--- src/shared/dwp_pkg.sv ---
package dwp_pkg;

  // ------------------------------------------------------------
  // geometry
  // ------------------------------------------------------------
  localparam int BANKS       = 8;
  localparam int BANK_W      = 3;
  localparam int ROW_W       = 13;
  localparam int COL_W       = 10;
  localparam int ADDR_W      = 14;
  localparam int A10_POS     = 10;
  localparam int A12_POS     = 12;
  localparam int BEATS_FULL  = 8;
  localparam int BEATS_CHOP  = 4;

  // ------------------------------------------------------------
  // timing
  // ------------------------------------------------------------
  localparam int CLK_NS      = 40;
  localparam int TRP_NS      = 15;
  localparam int TRFC_NS     = 110;
  localparam int TRP_CYC     = (TRP_NS + CLK_NS - 1) / CLK_NS;
  localparam int TRFC_CYC    = (TRFC_NS + CLK_NS - 1) / CLK_NS;
  localparam int CNT_W       = 8;

  // ------------------------------------------------------------
  // command codes {ras_n, cas_n, we_n}
  // ------------------------------------------------------------
  localparam logic [2:0] CMD_ACT   = 3'h3;
  localparam logic [2:0] CMD_WRITE = 3'h4;
  localparam logic [2:0] CMD_PRE   = 3'h2;
  localparam logic [2:0] CMD_REF   = 3'h1;

  typedef enum logic [1:0] {
    DWP_ST_IDLE = 2'b00,
    DWP_ST_BUSY = 2'b01,
    DWP_ST_RFSH = 2'b10,
    DWP_ST_SELF = 2'b11
  } dwp_mode_t;

endpackage : dwp_pkg

--- src/dwp_core.sv ---
// Behaviour
// - registered write starts a burst into the open row of bank on bank inputs
// - address bit 10 high on write closes the row when the burst ends
// - with on-the-fly enabled, bit 12 low gives four beats, high gives eight
// - a byte lane is stored only when its mask is low with that beat
// - write is cs low, ras high, cas low, we low with clock enable high
// - precharge closes bank or all banks, usable again after row-precharge time
// - precharge with bit 10 high hits all banks, else the addressed bank
// - precharge of idle or precharging bank is a no-op but restarts timing
// - each refresh with clock enable high advances an internal row counter and ignores address inputs; self refresh leaves the counter alone
// - refresh starts at registration and lasts the refresh cycle time
// - self refresh keeps data with no command clocking needed
// - deselect or nop registers nothing and leaves running work alone
// - idle only when banks closed, no burst, clock enable high, timers done
`timescale 1ns/1ns
`default_nettype none
module dwp_core
  import dwp_pkg::*;
#(
  parameter int DQ_BYTES = 2,
  parameter int DEPTH    = 32
) (
  // clock and reset
  input  wire logic                    clk,
  input  wire logic                    reset,
  // command pins
  input  wire logic                    cke,
  input  wire logic                    cs_n,
  input  wire logic                    ras_n,
  input  wire logic                    cas_n,
  input  wire logic                    we_n,
  input  wire logic [BANK_W-1:0]       ba,
  input  wire logic [ADDR_W-1:0]       addr,
  // mode setting
  input  wire logic                    otf_enable,
  input  wire logic                    mode_full,
  // write data
  input  wire logic [DQ_BYTES*8-1:0]   dq,
  input  wire logic [DQ_BYTES-1:0]     dm,
  // array write port
  output logic                         arr_we,
  output logic      [BANK_W-1:0]       arr_bank,
  output logic      [ROW_W-1:0]        arr_row,
  output logic      [COL_W-1:0]        arr_col,
  output logic      [DQ_BYTES*8-1:0]   arr_data,
  output logic      [DQ_BYTES-1:0]     arr_lane_en,
  input  wire logic                    arr_ready,
  // refresh engine
  output logic                         refresh_busy,
  output logic      [ROW_W-1:0]        refresh_row,
  output logic                         self_refresh,
  // status
  output logic      [BANKS-1:0]        bank_open,
  output logic                         all_idle
);
  localparam int DW = DQ_BYTES*8;
  localparam int FW = DW + DQ_BYTES + BANK_W + ROW_W + COL_W;

  // ------------------------------------------------------------
  // state
  // ------------------------------------------------------------
  typedef struct packed {
    dwp_mode_t                    mode;
    logic                         cke_q;
    logic [BANKS-1:0]             open;
    logic [BANKS-1:0][ROW_W-1:0]  row;
    logic [BANKS-1:0][CNT_W-1:0]  trp;
    logic [CNT_W-1:0]             trfc;
    logic [3:0]                   beats;
    logic [BANK_W-1:0]            wbank;
    logic [COL_W-1:0]             wcol;
    logic                         wclose;
    logic [ROW_W-1:0]             rrow;
    logic                         we_o;
    logic [BANK_W-1:0]            bank_o;
    logic [ROW_W-1:0]             row_o;
    logic [COL_W-1:0]             col_o;
    logic [DW-1:0]                data_o;
    logic [DQ_BYTES-1:0]          lane_o;
    logic                         busy_o;
    logic                         self_o;
    logic                         idle_o;
  } dwp_state_t;

  dwp_state_t s;
  dwp_state_t next_s;

  // ------------------------------------------------------------
  // command decode
  // ------------------------------------------------------------
  logic [2:0] cmd;
  logic       valid_cmd;
  logic       is_act;
  logic       is_wr;
  logic       is_pre;
  logic       is_ref;
  logic       sre;
  logic       srx;
  logic       all_idle_c;
  logic       trp_done;

  assign cmd       = {ras_n, cas_n, we_n};
  // deselect and nop fall through as nothing
  assign valid_cmd = s.cke_q && cke && !cs_n;
  assign is_act    = valid_cmd && (cmd == CMD_ACT);
  assign is_wr     = valid_cmd && (cmd == CMD_WRITE);
  assign is_pre    = valid_cmd && (cmd == CMD_PRE);
  assign is_ref    = valid_cmd && (cmd == CMD_REF);
  assign sre       = s.cke_q && !cke && !cs_n && (cmd == CMD_REF) && all_idle_c;
  assign srx       = (s.mode == DWP_ST_SELF) && cke;

  always_comb begin
    trp_done = 1'b1;
    for (int i = 0; i < BANKS; i++) begin
      if (s.trp[i] != '0) trp_done = 1'b0;
    end
    all_idle_c = (s.open == '0) && (s.beats == '0) && s.cke_q
                 && trp_done && (s.trfc == '0);
  end

  // ------------------------------------------------------------
  // data buffer
  // ------------------------------------------------------------
  logic          f_in_valid;
  logic          f_in_ready;
  logic [FW-1:0] f_in_data;
  logic          f_out_valid;
  logic [FW-1:0] f_out_data;
  logic          f_pop;

  // masked lanes still pass; the drain side drops them per lane
  assign f_in_valid = (s.beats != '0);
  assign f_in_data  = {dq, dm, s.wbank, s.row[s.wbank], s.wcol};
  assign f_pop      = f_out_valid && arr_ready && !s.we_o;

  dwp_fifo #(
    .WIDTH (FW),
    .DEPTH (DEPTH)
  ) u_fifo (
    .clk       (clk),
    .reset     (reset),
    .in_valid  (f_in_valid),
    .in_ready  (f_in_ready),
    .in_data   (f_in_data),
    .out_valid (f_out_valid),
    .out_ready (f_pop),
    .out_data  (f_out_data)
  );

  // ------------------------------------------------------------
  // next state
  // ------------------------------------------------------------
  always_comb begin
    next_s       = s;
    next_s.cke_q = cke;
    next_s.we_o  = 1'b0;
    for (int i = 0; i < BANKS; i++) begin
      if (s.trp[i] != '0) next_s.trp[i] = s.trp[i] - 1'b1;
    end
    if (s.trfc != '0) next_s.trfc = s.trfc - 1'b1;

    // burst beats; a full fifo stalls capture, beat is held
    if (s.beats != '0 && f_in_ready) begin
      next_s.beats = s.beats - 4'h1;
      next_s.wcol  = s.wcol + 1'b1;
      if (s.beats == 4'h1 && s.wclose) begin
        next_s.open[s.wbank] = 1'b0;
        next_s.trp[s.wbank]  = CNT_W'(TRP_CYC);
      end
    end

    // drain to array, lane enables are inverted masks
    if (f_pop) begin
      next_s.we_o   = 1'b1;
      next_s.col_o  = f_out_data[COL_W-1:0];
      next_s.row_o  = f_out_data[COL_W +: ROW_W];
      next_s.bank_o = f_out_data[COL_W+ROW_W +: BANK_W];
      next_s.lane_o = ~f_out_data[COL_W+ROW_W+BANK_W +: DQ_BYTES];
      next_s.data_o = f_out_data[FW-1 -: DW];
    end

    case (s.mode)
      DWP_ST_IDLE, DWP_ST_BUSY: begin
        if (is_act && s.trp[ba] == '0) begin
          next_s.open[ba] = 1'b1;
          next_s.row[ba]  = addr[ROW_W-1:0];
        end
        if (is_wr && s.open[ba] && s.beats == '0) begin
          next_s.wbank  = ba;
          next_s.wcol   = COL_W'({addr[11], addr[9:0]});
          next_s.wclose = addr[A10_POS];
          next_s.beats  = (otf_enable ? addr[A12_POS] : mode_full)
                          ? 4'(BEATS_FULL) : 4'(BEATS_CHOP);
        end
        if (is_pre) begin
          for (int i = 0; i < BANKS; i++) begin
            if (addr[A10_POS] || ba == BANK_W'(i)) begin
              next_s.open[i] = 1'b0;
              next_s.trp[i]  = CNT_W'(TRP_CYC);
            end
          end
        end
        if (is_ref) begin
          next_s.mode = DWP_ST_RFSH;
          next_s.trfc = CNT_W'(TRFC_CYC);
          next_s.rrow = s.rrow + 1'b1;
        end else if (sre) begin
          next_s.mode = DWP_ST_SELF;
        end else begin
          // a command taken on this edge, or cke low, keeps the set busy
          next_s.mode = (all_idle_c && cke && !is_act && !is_pre)
                        ? DWP_ST_IDLE : DWP_ST_BUSY;
        end
      end
      DWP_ST_RFSH: begin
        // leave through busy so idle is judged afresh
        if (s.trfc == CNT_W'(1)) next_s.mode = DWP_ST_BUSY;
      end
      DWP_ST_SELF: begin
        if (srx) next_s.mode = DWP_ST_IDLE;
      end
      default: next_s.mode = DWP_ST_IDLE;
    endcase
    next_s.busy_o = (next_s.mode == DWP_ST_RFSH);
    next_s.self_o = (next_s.mode == DWP_ST_SELF);
    next_s.idle_o = (next_s.mode == DWP_ST_IDLE);
  end

  always_ff @(posedge clk) begin
    if (reset) begin
      s        <= '0;
      s.mode   <= DWP_ST_IDLE;
      s.idle_o <= 1'b1;
    end else begin
      s <= next_s;
    end
  end

  // ------------------------------------------------------------
  // outputs
  // ------------------------------------------------------------
  assign arr_we       = s.we_o;
  assign arr_bank     = s.bank_o;
  assign arr_row      = s.row_o;
  assign arr_col      = s.col_o;
  assign arr_data     = s.data_o;
  assign arr_lane_en  = s.lane_o;
  assign refresh_busy = s.busy_o;
  assign refresh_row  = s.rrow;
  assign self_refresh = s.self_o;
  assign bank_open    = s.open;
  assign all_idle     = s.idle_o;

  // ------------------------------------------------------------
  // checks
  // ------------------------------------------------------------
  a_write_opens_burst: assert property (@(posedge clk) disable iff (reset)
    (is_wr && s.open[ba] && s.beats == '0 && s.mode != DWP_ST_RFSH) |=> (s.beats != '0))
    else $error("write did not start a burst");
  a_chop_length: assert property (@(posedge clk) disable iff (reset)
    (is_wr && s.open[ba] && s.beats == '0 && otf_enable && !addr[A12_POS]
     && s.mode != DWP_ST_RFSH) |=> (s.beats == 4'h4))
    else $error("chop burst length wrong");
  a_pre_closes: assert property (@(posedge clk) disable iff (reset)
    (is_pre && addr[A10_POS] && s.mode != DWP_ST_RFSH) |=> (s.open == '0))
    else $error("precharge all left a bank open");
  a_pre_timer: assert property (@(posedge clk) disable iff (reset)
    (is_pre && !addr[A10_POS] && s.mode != DWP_ST_RFSH) |=> (s.trp[$past(ba)] == CNT_W'(TRP_CYC)))
    else $error("precharge timer not restarted");
  a_refresh_len: assert property (@(posedge clk) disable iff (reset)
    (is_ref && s.mode != DWP_ST_RFSH && s.mode != DWP_ST_SELF) |=> refresh_busy[*2])
    else $error("refresh window too short");
  a_refresh_row: assert property (@(posedge clk) disable iff (reset)
    $rose(refresh_busy) |-> (s.rrow == $past(s.rrow) + 1'b1))
    else $error("refresh row not advanced");
  a_mask_lane: assert property (@(posedge clk) disable iff (reset)
    f_pop |=> (arr_lane_en == ~$past(f_out_data[COL_W+ROW_W+BANK_W +: DQ_BYTES])))
    else $error("masked lane enabled");
  a_nop_quiet: assert property (@(posedge clk) disable iff (reset)
    (cs_n && !(s.beats == 4'h1 && s.wclose)) |=> (s.open == $past(s.open)))
    else $error("deselect changed bank state");
  a_closed_write: assert property (@(posedge clk) disable iff (reset)
    (is_wr && !s.open[ba] && s.beats == '0) |=> (s.beats == '0))
    else $error("write to closed bank started a burst");
  a_refresh_blocks: assert property (@(posedge clk) disable iff (reset)
    (is_act && s.mode == DWP_ST_RFSH && !(s.beats == 4'h1 && s.wclose)) |=> (s.open == $past(s.open)))
    else $error("activate taken during refresh");
  a_idle_banks: assert property (@(posedge clk) disable iff (reset)
    all_idle |-> (s.open == '0 && s.beats == '0 && s.trfc == '0))
    else $error("idle flagged with work pending");
  a_self_entry: assert property (@(posedge clk) disable iff (reset)
    (sre && s.mode != DWP_ST_SELF && s.mode != DWP_ST_RFSH) |=> self_refresh)
    else $error("self refresh not entered");
  a_self_exit: assert property (@(posedge clk) disable iff (reset)
    (self_refresh && cke) |=> !self_refresh)
    else $error("self refresh not left");
endmodule : dwp_core
`default_nettype wire

--- src/dwp_fifo.sv ---
`timescale 1ns/1ns
`default_nettype none
module dwp_fifo #(
  parameter int WIDTH = 8,
  parameter int DEPTH = 32
) (
  // clock and reset
  input  wire logic             clk,
  input  wire logic             reset,
  // fill side
  input  wire logic             in_valid,
  output logic                  in_ready,
  input  wire logic [WIDTH-1:0] in_data,
  // drain side
  output logic                  out_valid,
  input  wire logic             out_ready,
  output logic      [WIDTH-1:0] out_data
);
  localparam int AW = $clog2(DEPTH);
  logic [WIDTH-1:0] mem [DEPTH];
  logic [AW-1:0]    wp;
  logic [AW-1:0]    rp;
  logic [AW:0]      cnt;
  logic             push;
  logic             pop;

  assign in_ready  = (cnt != (AW+1)'(DEPTH));
  assign out_valid = (cnt != '0);
  assign out_data  = mem[rp];
  assign push      = in_valid && in_ready;
  assign pop       = out_valid && out_ready;

  always_ff @(posedge clk) begin
    if (reset) begin
      wp  <= '0;
      rp  <= '0;
      cnt <= '0;
    end else begin
      if (push) begin
        mem[wp] <= in_data;
        wp      <= wp + 1'b1;
      end
      if (pop) begin
        rp <= rp + 1'b1;
      end
      cnt <= cnt + (AW+1)'(push) - (AW+1)'(pop);
    end
  end
endmodule : dwp_fifo
`default_nettype wire

--- config.mk ---
export PLATFORM = sky130hd
export DESIGN_NAME = dwp_core
export DESIGN_NICKNAME = d
export VERILOG_FILES = /design/src/shared/dwp_pkg.sv /design/src/dwp_core.sv /design/src/dwp_fifo.sv
export SDC_FILE = /design/constraint.sdc
export NUM_CORES = 2
export LEC_CHECK = 0
export BUFFER_PORTS_ARGS = -buffer_cell sky130_fd_sc_hd__buf_2
export CAP_MARGIN = 20
export CELL_PAD_IN_SITES_DETAIL_PLACEMENT = 1
export CELL_PAD_IN_SITES_GLOBAL_PLACEMENT = 1
export CORE_ASPECT_RATIO = 1.5
export CORE_MARGIN = 1.5
export CORE_UTILIZATION = 40
export CTS_BUF_LIST = sky130_fd_sc_hd__clkbuf_4 sky130_fd_sc_hd__clkbuf_8 sky130_fd_sc_hd__clkbuf_16
export CTS_CLUSTER_SIZE = 14
export DETAILED_ROUTE_END_ITERATION = 10
export GPL_TIMING_DRIVEN = 0
export MAX_ROUTING_LAYER = met4
export PLACE_DENSITY = 0.63
export SLEW_MARGIN = 20
export SYNTH_ARGS = -nofsm -noshare
export SYNTH_HDL_FRONTEND = slang
export SYNTH_SLANG_ARGS = --single-unit
--- constraint.sdc ---
create_clock -name clk -period 12.01 [get_ports clk]
set_clock_uncertainty 0.05 [all_clocks]
set_input_delay 1.8015 -clock clk [delete_from_list [all_inputs] [get_ports clk]]
set_output_delay 1.8015 -clock clk [all_outputs]
set_load 0.1 [all_outputs]
# Word level (Yosys, flattened, before mapping)
# Memory sizes are Yosys's and may differ from the RTL's. A register that Yosys moved wholly into a read port is not among the register bits.
# Cells that the tools add are included.
# op_classes
order_cmp,4
reduce_logical,63
n_eq_ne,19
bitwise,7
addsub,16
mux,75
# op_table
cell,n
$mux 215,1
$mux 64,3
$mux 8,23
$mux 112,1
$bwmux 104,1
$reduce_bool 8->1,9
$sub 8x1->8 const B,9
$and 56x56->56,1
$not 56->56,1
$mux 45,1
$bmux 13 s3,1
$demux 13 s3,1
$mux 13,3
$logic_and 1x1->1,28
$bmux 8 s3,1
$demux 8 s3,1
$logic_not 8->1,3
$mux 1,24
$mux 18,1
$or 8x8->8,2
$eq 3x3->1 const B,5
$add 13x1->13 const B,1
$eq 3x2->1 const B,4
$add 10x1->10 const B,1
other kinds (31),58
# totals
register_bits,282
output_inout_bits,69
elab_cells,222
mem_bits_rw,1408
n_memories,1
input_bits,45
# mem_list
name,depth,width,rd,rd_clocked_by_memory_dff,write_ports,line_no,source
u_fifo.mem,32,44,1,1,1,dwp_fifo.sv:20,logic [WIDTH-1:0] mem [DEPTH];

# Longest topological paths before layout
# depth
word_depth,19
ltp_mapped,14
mapped_depth_nobuf,13

# By module
# A second synthesis with hierarchy kept.
# hier_totals
hier_cells,4164
hier_area_um2,67134.4
# by_module_without_submodules
module,seq_area_each_um2,n_inst,area_per_inst_um2,cells_per_inst
dwp_fifo,42701.0,1,54959.0,2744
dwp_core,5325.1,1,12175.4,1420

# Worst setup path after synthesis
# Ideal clock, no wire load.
# synth_path
kind,in2reg
start,input reset
end,memory u_fifo.mem[13][0] in the netlist's numbering (enable)
slack_ns,7.073
required_ns,11.514
setup_ns,0.446
path_buffers,1
arrival_time_ns,4.441
stages,4
cell_sequence,clkbuf_1 nor3_1 nand2_1 nor2_1
# synth_via
elab_chain_cells,2
# synth_rtl
item,line_no,source
from (decl),dwp_core.sv:25,"input wire logic reset,"
$mux 1,dwp_fifo.sv:34,if (reset) begin
$mux 1 (not written as such),dwp_fifo.sv:40,mem[wp] <= in_data;
to (decl),dwp_fifo.sv:20,
# Every way passes these cells.

==> impl_results.md <==
- Busiest layer in global routing: met2
- First-pass GRT wire length: 280000 um
- CP max stage cell: clkbuf_1
- Setup TNS Final: 0 ns
- Final worst path period need: approximately 4.6 ns
- Rows: ~180
- Slew Viols, Final: 0
- Grt met1 use: 26.7%
- DRT Wirelength: 196000 um
- Antenna Nets Post-Route: 0
- CP Capture Type: register
- Mean post-synth cell area: approximately 18 sq um
- Worst reg2reg endpoint: u_fifo.mem[24][15]$_DFFE_PP_
- Mapped Area: 66600 sq um
- Reg2reg path depth: 6
- Setup bufs post-CTS: 0
- Mapped Nets: 3879
- Endpoints failing hold: 0
- CTS Root Cell: clkbuf_16
- Share of cells above drive strength 1: 22.8%
- Fmax: 0.220 GHz
- Synth top area cells: edfxtp_1, mux4_2, dfxtp_1
- Top_reg_cell synth: edfxtp_1
- Critical path capture point: arr_row[7]$_SDFFE_PP0P_
- WL/cell: 30.1 um
- # Max-Cap Violations: 0
- Max rail drop VDD: 143 uV
- Vias in the first global route: 38900
- CTS max path bufs: 3
- Fin Hold WS: around 0.44 ns
- 1st-iter DRT viols: 2896
- Starting density of the core: roughly two fifths
- Leak: 0.0261 uW
- Asr flop ratio synth: 0%
- CP Launch Type: input port
- Gr usage total: about 24%
- Status: finished, final reports clean
- Worst EP arrival: 5.20 ns
- RSZ-0062 raised after global routing: false
- Slack of the worst reg-to-reg path: 7.93 ns
- Power Dens Cells: around 200 nW/um^2
- Congestion Overflow GR: 0
- Die Y: 503 um
- Tot Pwr: 15200 uW
- Met3 GRT Util: 3.10%
- CTS Hold Bufs: 0
- Yosys top cell by area: edfxtp_1
- GR Util met2: 44.0%
- Num CTS Buffers: 160
- # H-tree levels: 4
- Synth unique cells: 73
- Final net count: 4227
- Reg area: 48000 sq um
- CP peak stage delay: around 0.94 ns
- Top cell type's share of synthesized area: 63.5%
- Core ar.: 166000 sq um
- Least-Margin Pin Slew: 1.22 ns
- DR DRC count: 0
- Vias: 36600
- Max-Slew Margin vs Limit: between 10% and 20%
- Area occupied by multi-input gates: 17200 sq um
- Clock slew at reported path FFs: 0.06 ns
- IO buf count: 99
- Setup CP Type: input port to register
- Synth Instances: 3801
- Via density: about 5.6
- Total of fill cells in the finished design: 15600
- Boundary Pins: 114
- First-pass iteration count of the detailed router: 5
- Gpl congestion: 0.791
- Clock sink count: 1695
- Dpl hpwl: 135000 um
- Largest net degree at the start of global routing: 38
- Seq/Total Area, Yosys: 72.1%
- Most common cell on crit path: clkbuf_1
- CP Max Fanout: 10
- CP Cell Sequence: clkbuf_1 > inv_1 > nand2_1 > clkbuf_1 > a211oi_1 > a22o_1
- Worst EP required: 12.66 ns
- Post-synth EDFFs: roughly 1400
- Final cycle utilization of the critical path: 37.9%
- Number of warnings issued by yosys: 0
- Critical Path Start: reset
- R2R Path Start: f_in_data[25]$_SDFFE_PP0P_
- Min-Delay Path Class: register to register
- DIE AREA: 169000 sq um
- Skew-Pair Late Insertion Delay: 0.82 ns
- CTS tree: yes
- Initial antenna violation count: 10
- Core Util, Final: 46.8%
- # setup viols final: 0
- Synth Register Bits: 1695
- Area delta synth->final: 16.5%
- Post-cts resize count: 0
- Die width: approximately 340 um
==> cell usage after synthesis, types with 14 or more instances <==
cell / count
buf_2: 64
a22o_1: 54
mux4_2: 264
xor2_1: 32
buf_4: 78
dfxtp_1: 287
xnor2_1: 41
o22ai_1: 44
or3_1: 14
mux2i_1: 366
nand3_1: 58
a22oi_1: 101
nor2_1: 276
o211ai_1: 31
a221oi_1: 41
nand2b_1: 14
ha_1: 32
nand4_1: 16
nor4_1: 18
inv_1: 44
a21oi_1: 45
nor3_1: 38
clkbuf_1: 115
edfxtp_1: 1408
a211oi_1: 47
nand2_1: 116
==> layout by cell type, fill, tap and decap left out, types with 16 or more instances in the layout <==
cell type / count
edfxtp_1: 1408
mux2i_1: 366
dfxtp_1: 274
mux4_2: 264
nor2_1: 243
buf_2: 164
clkbuf_16: 162
nand2_1: 116
clkbuf_1: 111
a22oi_1: 101
buf_4: 78
buf_12: 61
a22o_1: 54
nand3_1: 47
a211oi_1: 47
a21oi_1: 45
inv_1: 44
o22ai_1: 44
a221oi_1: 41
xnor2_1: 41
clkbuf_4: 41
nor3_1: 38
nor2_4: 32
xor2_1: 32
ha_1: 32
o211ai_1: 31
clkinv_2: 28
clkbuf_8: 22
buf_16: 22
nor4_1: 18
clkinv_1: 18
nand4_1: 16
==> final cells by class <==
type	instances	share of cell area, %
Antenna cell	5	0.0161
Buffer	282	1.98
Clock buffer	224	6.01
Clock inverter	74	1.07
Inverter	45	0.218
Multi-Input combinational cell	1779	22.1
Sequential cell	1695	62.0
Tap cell	2220	3.58
Timing Repair Buffer	186	3.06
==> per-stage QoR <==
| stage | std cells | instance area [sq um] | worst slack (ns) |
|---|---|---|---|
| after floorplan | 3801 | 66600 | 7.07 |
| after global placement | 6120 | 69800 | 3.16 |
| after detailed placement | 6207 | 72000 | 6.71 |
| after CTS | 6505 | 77500 | 7.42 |
| after global routing | 6509 | 77500 | 7.58 |
| final | 6510 | 77500 | 7.46 |
==> power by group <==
group	switching, uW	internal (uW)	total [uW]
sequential	213	6620	6840
combinational	1930	1200	3130
clock	2280	3000	5270
==> how the worst min path moves through the flow <==
stage	start	end	cells after the start
floorplan	arr_bank[0]$_SDFFE_PP0P_	arr_bank[0]$_SDFFE_PP0P_	1
global placement	s[134]$_SDFF_PP0_	s[134]$_SDFF_PP0_	2
detailed placement	arr_data[6]$_SDFFE_PP0P_	arr_data[6]$_SDFFE_PP0P_	1
CTS	arr_data[6]$_SDFFE_PP0P_	arr_data[6]$_SDFFE_PP0P_	1
global route	arr_col[7]$_SDFFE_PP0P_	arr_col[7]$_SDFFE_PP0P_	1
finish	s[134]$_SDFF_PP0_	s[134]$_SDFF_PP0_	2
==> flip-flops by register name, indices dropped and copies added (netlist names), named ones only <==
signal        count
bank_open         8
u_fifo.cnt        6
u_fifo.rp         5
refresh_busy      1
arr_data         16
all_idle          1
arr_lane_en       2
u_fifo.mem     1408
s                80
refresh_row      13
arr_bank          3
self_refresh      1
u_fifo.wp         5
arr_we            1
f_in_data        13
arr_col          10
arr_row          13
==> critical path: cells and delay by family <==
kind,cells,cell delay [ns]
AOI/OAI and AO/OA,2,0.67
buffers and inverters,3,1.99
and+or+nand+nor,1,0.69
==> metal layers <==
layer | part of all wire [%] | vias to the layer above
li1 | - | 15700
met1 | 37 | 19500
met2 | 55 | 1024
met3 | 4.3 | 325
met4 | 3.9 | 0
met5 | 0 | -
==> cells by family after synthesis <==
group / after synthesis / share of synthesized area [%]
multiplexers: 634 / 14.5
adder cells (fa/ha/maj): 33 / 0.632
buffers and inverters: 327 / 2.55
AND/OR/NAND/NOR: 628 / 4.65
AO/OA/AOI/OAI: 411 / 4.57
XOR/XNOR: 73 / 0.960
flip-flops: 1695 / 72.1
(Power assumes the default switching activity.)
